### config.mk
export PLATFORM = sky130hd
export DESIGN_NAME = uart_text_capture_monitor
export DESIGN_NICKNAME = d
export VERILOG_FILES = /design/src/core/text_capture_pkg.sv /design/src/core/serial_deserialiser.sv /design/src/core/uart_text_capture_monitor.sv
export SDC_FILE = /design/constraint.sdc
export NUM_CORES = 1
export LEC_CHECK = 0
export BUFFER_PORTS_ARGS = -buffer_cell sky130_fd_sc_hd__buf_2
export CORE_MARGIN = 10
export CORE_UTILIZATION = 65
export DETAILED_ROUTE_END_ITERATION = 10
export PLACE_DENSITY = 0.9
export SLEW_MARGIN = 20
export SYNTH_ARGS = -nofsm -noshare
export SYNTH_HDL_FRONTEND = slang
export SYNTH_SLANG_ARGS = --single-unit
### constraint.sdc
create_clock -name clk_in -period 11.16 [get_ports clk_in]
set_input_delay 1.116 -clock clk_in [delete_from_list [all_inputs] [get_ports clk_in]]
set_output_delay 1.116 -clock clk_in [all_outputs]
set_load 0.05 [all_outputs]
### src/core/text_capture_pkg.sv
package text_capture_pkg;
	localparam int char_bits = 8;
	localparam logic [7:0] line_terminator_char = 8'h0d;
	localparam logic [7:0] escape_char = 8'h1b;
	localparam logic [7:0] halt_char = 8'h04;
	localparam logic [7:0] shield_enable_char = 8'h0f;
	localparam int line_depth = 128;
	localparam int line_index_bits = 8;
	localparam logic [7:0] reset_char = 8'h00;
	localparam logic [2:0] bit_count_last = 3'h7;
	// number of cycles the end-of-simulation pulse is held
	localparam int sim_end_cycles = 1;
endpackage : text_capture_pkg

### src/core/serial_deserialiser.sv
`timescale 1ns/1ps
// one bit per clock, no oversampling: start bit, eight data lsb first, stop
module serial_deserialiser (
	input wire logic clk_in,
	input wire logic reset_in,
	input wire logic serial_in,
	output logic [7:0] char_out,
	output logic char_valid_out,
	output logic frame_error_out
);
	typedef enum logic [1:0] {idle_s, data_s, stop_s} rx_state_t;
	rx_state_t state_ff;
	logic [7:0] shift_ff;
	logic [2:0] count_ff;

	wire start_seen = (state_ff == idle_s) && !serial_in;
	wire last_data = (state_ff == data_s) && (count_ff == text_capture_pkg::bit_count_last);

	always_ff @(posedge clk_in or posedge reset_in) begin
		if (reset_in) begin
			state_ff <= idle_s;
			shift_ff <= text_capture_pkg::reset_char;
			count_ff <= 3'h0;
			char_out <= text_capture_pkg::reset_char;
			char_valid_out <= 1'b0;
			frame_error_out <= 1'b0;
		end else begin
			char_valid_out <= 1'b0;
			frame_error_out <= 1'b0;
			unique case (state_ff)
				idle_s: begin
					count_ff <= 3'h0;
					if (start_seen) begin
						state_ff <= data_s;
					end
				end
				data_s: begin
					shift_ff <= {serial_in, shift_ff[7:1]};
					count_ff <= count_ff + 3'h1;
					if (last_data) begin
						state_ff <= stop_s;
					end
				end
				stop_s: begin
					state_ff <= idle_s;
					// a low stop bit drops the character rather than guessing
					if (serial_in) begin
						char_out <= shift_ff;
						char_valid_out <= 1'b1;
					end else begin
						frame_error_out <= 1'b1;
					end
				end
			endcase
		end
	end

	chk_start_to_valid: assert property (@(posedge clk_in) disable iff (reset_in)
		start_seen ##1 (state_ff == data_s) [*8] ##1 serial_in |=> char_valid_out)
		else $error("character not delivered ten cycles after start");
	chk_valid_after_stop: assert property (@(posedge clk_in) disable iff (reset_in)
		char_valid_out |-> $past(state_ff == stop_s) && $past(serial_in))
		else $error("character delivered without a high stop bit");
	chk_data_bit_order: assert property (@(posedge clk_in) disable iff (reset_in)
		(state_ff == data_s) && (count_ff == 3'h0) |=> shift_ff[7] == $past(serial_in))
		else $error("first data bit not shifted into msb end");
	cov_char: cover property (@(posedge clk_in) char_valid_out);
	cov_ferr: cover property (@(posedge clk_in) frame_error_out);
endmodule : serial_deserialiser

### src/core/uart_text_capture_monitor.sv
`timescale 1ns/1ps
module uart_text_capture_monitor #(
	parameter int line_depth = text_capture_pkg::line_depth
) (
	input wire logic clk_in,
	input wire logic reset_in,
	input wire logic primary_console_uart_in,
	output logic [7:0] line_char_out,
	output logic line_char_valid_out,
	output logic line_done_out,
	output logic sim_end_pulse_out,
	output logic halted_out,
	output logic shields_enable_out,
	output logic frame_error_out
);
	////////////////////////////////////////////////////////////////////////
	logic [7:0] rx_char;
	logic rx_valid;
	logic rx_ferr;
	logic [7:0] line_mem [line_depth];
	logic [7:0] wr_count_ff;
	logic [7:0] rd_index_ff;
	logic [7:0] emit_len_ff;
	logic emitting_ff;
	logic prev_escape_ff;
	logic halt_pending_ff;
	logic [7:0] emitted_count_ff;
	logic [7:0] first_char_ff;
	// the slot index follows the buffer depth; the 8-bit counters keep a spare bit so that full differs from empty for depths up to 128
	localparam int slot_bits = $clog2(line_depth);
	wire [slot_bits-1:0] wr_slot = wr_count_ff[slot_bits-1:0];
	wire [slot_bits-1:0] rd_slot = rd_index_ff[slot_bits-1:0];

	// the transmitter pacing one bit per clock is assumed, not checked
	serial_deserialiser serial_deserialiser_i (
		.clk_in(clk_in),
		.reset_in(reset_in),
		.serial_in(primary_console_uart_in),
		.char_out(rx_char),
		.char_valid_out(rx_valid),
		.frame_error_out(rx_ferr)
	);

	////////////////////////////////////////////////////////////////////////
	// one comparison shared by every control-character decode
	function automatic logic char_matches(input logic [7:0] c, input logic [7:0] code);
		return c == code;
	endfunction : char_matches

	wire is_term = rx_valid && char_matches(rx_char, text_capture_pkg::line_terminator_char);
	wire is_halt = rx_valid && char_matches(rx_char, text_capture_pkg::halt_char) && !prev_escape_ff;
	wire is_shield = rx_valid && char_matches(rx_char, text_capture_pkg::shield_enable_char);
	wire line_full = wr_count_ff == 8'(line_depth);
	wire store_char = rx_valid && !is_term && !line_full;
	wire start_emit = is_term && !emitting_ff;
	wire emit_last = emitting_ff && (rd_index_ff == emit_len_ff);
	// a line that arrives while the previous one is still draining is dropped:
	// one buffer keeps area small, and lines are far apart at ten cycles per char
	wire [7:0] nxt_wr_count = start_emit ? 8'h00 : (store_char ? wr_count_ff + 8'h01 : wr_count_ff);

	always_ff @(posedge clk_in) begin
		if (store_char && !emitting_ff) begin
			line_mem[wr_slot] <= rx_char;
		end
	end

	always_ff @(posedge clk_in or posedge reset_in) begin
		if (reset_in) begin
			wr_count_ff <= 8'h00;
			rd_index_ff <= 8'h00;
			emit_len_ff <= 8'h00;
			emitting_ff <= 1'b0;
			line_char_out <= 8'h00;
			line_char_valid_out <= 1'b0;
			line_done_out <= 1'b0;
		end else begin
			line_char_valid_out <= 1'b0;
			line_done_out <= 1'b0;
			if (!emitting_ff) begin
				wr_count_ff <= nxt_wr_count;
			end
			if (start_emit) begin
				emitting_ff <= 1'b1;
				emit_len_ff <= wr_count_ff;
				rd_index_ff <= 8'h00;
			end else if (emit_last) begin
				emitting_ff <= 1'b0;
				line_done_out <= 1'b1;
			end else if (emitting_ff) begin
				line_char_out <= line_mem[rd_slot];
				line_char_valid_out <= 1'b1;
				rd_index_ff <= rd_index_ff + 8'h01;
			end
		end
	end

	////////////////////////////////////////////////////////////////////////
	always_ff @(posedge clk_in or posedge reset_in) begin
		if (reset_in) begin
			prev_escape_ff <= 1'b0;
			halt_pending_ff <= 1'b0;
			sim_end_pulse_out <= 1'b0;
			halted_out <= 1'b0;
			shields_enable_out <= 1'b0;
			frame_error_out <= 1'b0;
		end else begin
			frame_error_out <= rx_ferr;
			if (rx_valid) begin
				prev_escape_ff <= char_matches(rx_char, text_capture_pkg::escape_char);
			end
			sim_end_pulse_out <= is_halt && !halted_out;
			halt_pending_ff <= is_halt && !halted_out;
			// halt follows the pulse by one cycle so listeners see it first
			if (halt_pending_ff) begin
				halted_out <= 1'b1;
			end
			if (is_shield) begin
				shields_enable_out <= 1'b1;
			end
		end
	end

	////////////////////////////////////////////////////////////////////////
	// checking aids only: characters put out since the last line end, and the first one stored
	always_ff @(posedge clk_in or posedge reset_in) begin
		if (reset_in) begin
			emitted_count_ff <= 8'h00;
		end else if (line_done_out) begin
			emitted_count_ff <= 8'h00;
		end else if (line_char_valid_out) begin
			emitted_count_ff <= emitted_count_ff + 8'h01;
		end
	end

	always_ff @(posedge clk_in) begin
		if (store_char && !emitting_ff && (wr_count_ff == 8'h00)) begin
			first_char_ff <= rx_char;
		end
	end

	////////////////////////////////////////////////////////////////////////
	chk_halt_pulse_first: assert property (@(posedge clk_in) disable iff (reset_in)
		$rose(halted_out) |-> $past(sim_end_pulse_out))
		else $error("halt without preceding end pulse");
	chk_halt_char_pulse: assert property (@(posedge clk_in) disable iff (reset_in)
		is_halt && !halted_out |=> sim_end_pulse_out ##1 halted_out)
		else $error("halt character did not end the run");
	chk_escape_blocks_halt: assert property (@(posedge clk_in) disable iff (reset_in)
		rx_valid && prev_escape_ff && rx_char == text_capture_pkg::halt_char |=> !sim_end_pulse_out)
		else $error("escaped halt character ended the run");
	chk_pulse_one_cycle: assert property (@(posedge clk_in) disable iff (reset_in)
		sim_end_pulse_out |=> !sim_end_pulse_out)
		else $error("end pulse longer than one cycle");
	chk_shield_enable: assert property (@(posedge clk_in) disable iff (reset_in)
		is_shield |=> shields_enable_out)
		else $error("shield enable character ignored");
	chk_line_ends: assert property (@(posedge clk_in) disable iff (reset_in)
		start_emit |-> ##[1:130] line_done_out)
		else $error("line not emitted after terminator");
	chk_line_count: assert property (@(posedge clk_in) disable iff (reset_in)
		start_emit && wr_count_ff == 8'h02 |=> ##1 line_char_valid_out ##1 line_char_valid_out ##1 line_done_out)
		else $error("two character line not emitted as two characters");
	chk_sample_per_bit: assert property (@(posedge clk_in) disable iff (reset_in)
		rx_valid |=> !rx_valid [*8])
		else $error("characters closer than one bit per cycle allows");
	// invariants of the line buffer, the escape memory, the frame error output and the sticky control outputs
	chk_halt_only_once: assert property (@(posedge clk_in) disable iff (reset_in)
		halted_out |-> !sim_end_pulse_out)
		else $error("end pulse repeated after the halt");
	chk_halt_sticky: assert property (@(posedge clk_in) disable iff (reset_in)
		halted_out |=> halted_out)
		else $error("halt released without reset");
	chk_pulse_needs_char: assert property (@(posedge clk_in) disable iff (reset_in)
		sim_end_pulse_out |-> $past(is_halt))
		else $error("end pulse without an unescaped halt character");
	chk_escape_forgotten: assert property (@(posedge clk_in) disable iff (reset_in)
		rx_valid && !char_matches(rx_char, text_capture_pkg::escape_char) |=> !prev_escape_ff)
		else $error("escape remembered past the next character");
	chk_shield_sticky: assert property (@(posedge clk_in) disable iff (reset_in)
		shields_enable_out |=> shields_enable_out)
		else $error("shield enable dropped without reset");
	chk_shield_needs_char: assert property (@(posedge clk_in) disable iff (reset_in)
		$rose(shields_enable_out) |-> $past(is_shield))
		else $error("shield enable without its character");
	chk_ferr_forwarded: assert property (@(posedge clk_in) disable iff (reset_in)
		rx_ferr |=> frame_error_out)
		else $error("bad stop bit not reported");
	chk_ferr_needs_cause: assert property (@(posedge clk_in) disable iff (reset_in)
		frame_error_out |-> $past(rx_ferr))
		else $error("frame error reported without a bad stop bit");
	chk_terminator_kept_back: assert property (@(posedge clk_in) disable iff (reset_in)
		line_char_valid_out |-> line_char_out != text_capture_pkg::line_terminator_char)
		else $error("terminator emitted as part of a line");
	chk_all_chars_out: assert property (@(posedge clk_in) disable iff (reset_in)
		line_done_out |-> emitted_count_ff == emit_len_ff)
		else $error("line ended before all its characters were emitted");
	chk_first_char_order: assert property (@(posedge clk_in) disable iff (reset_in)
		line_char_valid_out && (emitted_count_ff == 8'h00) |-> line_char_out == first_char_ff)
		else $error("line did not start with its first received character");
	chk_line_bounded: assert property (@(posedge clk_in) disable iff (reset_in)
		wr_count_ff <= 8'(line_depth))
		else $error("line buffer count beyond its depth");
	chk_done_alone: assert property (@(posedge clk_in) disable iff (reset_in)
		line_done_out |-> !line_char_valid_out)
		else $error("line end overlaps a character");
	chk_drain_drops_input: assert property (@(posedge clk_in) disable iff (reset_in)
		emitting_ff |-> wr_count_ff == 8'h00)
		else $error("characters stored while a line drains");
	chk_emit_len_bounded: assert property (@(posedge clk_in) disable iff (reset_in)
		emitting_ff |-> emit_len_ff <= 8'(line_depth))
		else $error("line length beyond buffer depth");
	cov_line: cover property (@(posedge clk_in) line_done_out);
	cov_halt: cover property (@(posedge clk_in) sim_end_pulse_out);
	cov_shield: cover property (@(posedge clk_in) $rose(shields_enable_out));
endmodule : uart_text_capture_monitor

==> results.sh <==
export IMPL_period_share_pct=42.2
export IMPL_hold_buffers=0
export IMPL_antenna_found_initial=5
export IMPL_finalNetCount=2302
export IMPL_cts_sinks=1087
export IMPL_yosysMostFrequentCell="edfxtp_1"
export IMPL_regToRegStartpoint="rd_index_ff[2]"
export IMPL_gp_congestion=0.959
export IMPL_min_period_ns=4.71
export IMPL_gr_total_overflow=0
export IMPL_use_met1_pct=35.2
export IMPL_routed_via_density=7.37
export IMPL_port_buffers=16
export IMPL_post_route_util_pct=71.9
export IMPL_met3_usage_pct=9.26
export IMPL_holdPathStages=0
export IMPL_grt_util_all_layers_pct=28.5
export IMPL_fin_tns_setup_ns=0
export IMPL_worst_setup_path_type="reg -> reg"
export IMPL_design_area_sq_um=46600
export IMPL_die_h_microns=276
export IMPL_synthCells=2275
export IMPL_dp_cells=3043
export IMPL_async_reset_ff_share_pct=5.80
export IMPL_setup_viol=0
export IMPL_grt_busiest_layer="met2"
export IMPL_fillers=3329
export IMPL_grt_pass1_vias=23800
export IMPL_chipWidth_microns=276
export IMPL_p_per_area_nw_per_um2=190
export IMPL_ant_nets=0
export IMPL_r2r_cells=7
export IMPL_synth_common_cells="edfxtp_1, mux2i_1, nor2_1"
export IMPL_clock_latency_ns=0.69
export IMPL_grt_max_degree=146
export IMPL_grt_pass1_wl_microns=162000
export IMPL_synth_top_cell_by_area="edfxtp_1"
export IMPL_cts_tree="yes"
export IMPL_maxSlewHeadroom_pct=20.0
export IMPL_multi_input_area_sq_um=9620
export IMPL_p_total_mw=8.84
export IMPL_core_area_sq_um=64800
export IMPL_cp_required_ns=11.71
export IMPL_synth_top_area_share_pct=72.0
export IMPL_startpoint_type="flop"
export IMPL_die_area_sq_um=76400
export IMPL_max_freq_mhz=212
export IMPL_synthFlopType="edfxtp_1"
export IMPL_netlist_area_sq_um=42700
export IMPL_min_path_type="reg -> reg"
export IMPL_yosys_register_bits=1087
export IMPL_first_pass_iters=8
export IMPL_ios=17
export IMPL_clockRootBuffer="clkbuf_16"
export IMPL_syn_to_final_growth_pct=9.08
export IMPL_register_area_sq_um=32400
export IMPL_synth_edf_count=1024
export IMPL_worstMarginPinSlew_ns=1.19
export IMPL_crit_fanout=65
export IMPL_min_delay_start="serial_deserialiser_i.frame_error_out"
export IMPL_r2r_end="line_char_out[3]"
export IMPL_critPathArrivalTime_ns=5.26
export IMPL_synth_fp_nets=2286
export IMPL_start_util_pct=65.9
export IMPL_ys_warn_count=0
export IMPL_hpwl_microns=60500
export IMPL_drc_errors=0
export IMPL_cts_made_buffers=99
export IMPL_synthTopCellsByArea="edfxtp_1, mux4_2, mux2i_1, dfrtp_1, nor2_1"
export IMPL_clk_transition_reported_paths_ns=0.07
export IMPL_cts_resized=0
export IMPL_synth_seq_area_share_pct=75.6
export IMPL_stdcell_count=3230
export IMPL_reg2reg_slack_ns=6.45
export IMPL_vias=23800
export IMPL_cp_end_kind="flop"
export IMPL_gr_usage_met2_pct=44.5
export IMPL_cap_violations=0
export IMPL_clock_tree_buffer_depth=3
export IMPL_synth_area_per_cell_sq_um=18.8
export IMPL_status="complete, no violations"
export IMPL_wirelength_microns=112000
export IMPL_layout_drive_gt1_share_pct=16.6
export IMPL_rsz0062_at_grt="false"
export IMPL_wl_per_cell_microns=34.7
export IMPL_finClkSkew_ns=0.0524
export IMPL_slew_violations=0
export IMPL_hold_violations=0
export IMPL_htree_levels=3
export IMPL_yosysUniqueCellTypes=51
export IMPL_post_cts_buffers=0
export IMPL_dpl_instance_area_sq_um=43400
export IMPL_irDropWorstVdd_mv=0.119
export IMPL_num_rows=93
export IMPL_power_leakage_nw=14.6
export IMPL_hold_end="frame_error_out"
export IMPL_drt_iter0_markers=4665
## where the power goes
group	switching (mW)	internal (mW)	leakage, nW	total (mW)
clock	1.51	1.88	1.56	3.39
sequential	0.199	4.87	10.5	5.07
combinational	0.321	0.0664	2.52	0.388
## routing by layer
layer / vias up / routed length (microns)
met5: - / 61
met2: 2402 / 52700
li1: 9180 / -
met3: 512 / 16700
met1: 11700 / 34900
met4: 8 / 7710
## worst max-delay path, cell delays in order (launching register included)
cell and delay [ns]:
dfrtp_4 0.80, buf_4 0.93, or3b_1 0.99, o22ai_1 0.28, o21ai_0 0.68, nand3_1 0.31, nor3_1 0.41, a211oi_1 0.14
## cell type report
type	instances	share of cell area [%]
Inverter	9	0.0725
Clock inverter	51	0.980
Multi-Input combinational cell	1049	20.6
Clock buffer	132	5.82
Tap cell	855	2.29
Antenna cell	2	0.0107
Sequential cell	1087	69.4
Timing Repair Buffer	45	0.741
## state kept, by name, summed over array words and instances, names as in the netlist
signal,count
line_mem,1024
emit_len_ff,8
line_char_out,8
rd_index_ff,8
serial_deserialiser_i.char_out,8
serial_deserialiser_i.shift_ff,8
wr_count_ff,8
serial_deserialiser_i.count_ff,3
serial_deserialiser_i.state_ff,2
emitting_ff,1
frame_error_out,1
halt_pending_ff,1
halted_out,1
line_char_valid_out,1
line_done_out,1
prev_escape_ff,1
serial_deserialiser_i.char_valid_out,1
serial_deserialiser_i.frame_error_out,1
shields_enable_out,1
## kinds of logic (layout without fill, tap and decap cells)
| logic type | after synthesis | in the layout | synth area share, % |
|---|---|---|---|
| AO/OA/AOI/OAI | 244 | 244 | 3.87 |
| flip-flops | 1087 | 1087 | 75.6 |
| adder cells (fa/ha/maj) | 8 | 8 | 0.234 |
| buffers and inverters | 139 | 237 | 1.85 |
| other | 0 | 2 | 0 |
| AND/OR/NAND/NOR | 360 | 360 | 3.87 |
| multiplexers | 416 | 416 | 14.1 |
| XOR/XNOR | 21 | 21 | 0.430 |
## worst max path at each step
stage                                       from               end  slack, ns
2_1_floorplan  serial_deserialiser_i.char_out[5]   line_mem[99][0]       7.36
3_3_place_gp                      rd_index_ff[2]  line_char_out[6]       6.82
3_5_place_dp                      rd_index_ff[0]  line_char_out[6]       6.72
4_1_cts                           rd_index_ff[2]  line_char_out[3]       6.74
5_1_grt                           rd_index_ff[1]  line_char_out[5]       6.38
6_report                          rd_index_ff[2]  line_char_out[3]       6.45
## through the flow
step	setup slack, ns	hold slack (ns)
2_1_floorplan	7.36	0.331
3_3_place_gp	6.82	0.340
3_5_place_dp	6.72	0.336
4_1_cts	6.74	0.361
5_1_grt	6.38	0.377
6_report	6.45	0.355
## cell usage in the layout, fill, tap and decap left out, types with 14 or more instances in the layout
cell type / synthesis / routed
mux4_2: 144 / 144
dfrtp_1: 63 / 52
nor2b_1: 25 / 25
a21oi_1: 42 / 42
buf_2: 30 / 16
mux2_2: 31 / 31
a211oi_1: 19 / 19
edfxtp_1: 1024 / 1024
clkbuf_1: 39 / 25
nand4_1: 15 / 15
nor2_1: 170 / 168
a22oi_1: 80 / 80
o21ai_0: 22 / 22
o221ai_1: 16 / 16
nand2_1: 54 / 54
clkinv_2: 0 / 22
mux2i_1: 237 / 237
o22ai_1: 32 / 32
a31oi_1: 16 / 16
clkinv_1: 0 / 14
nand3_1: 47 / 47
clkbuf_16: 0 / 102
buf_4: 42 / 24
Power figures use the tool's default switching activity.
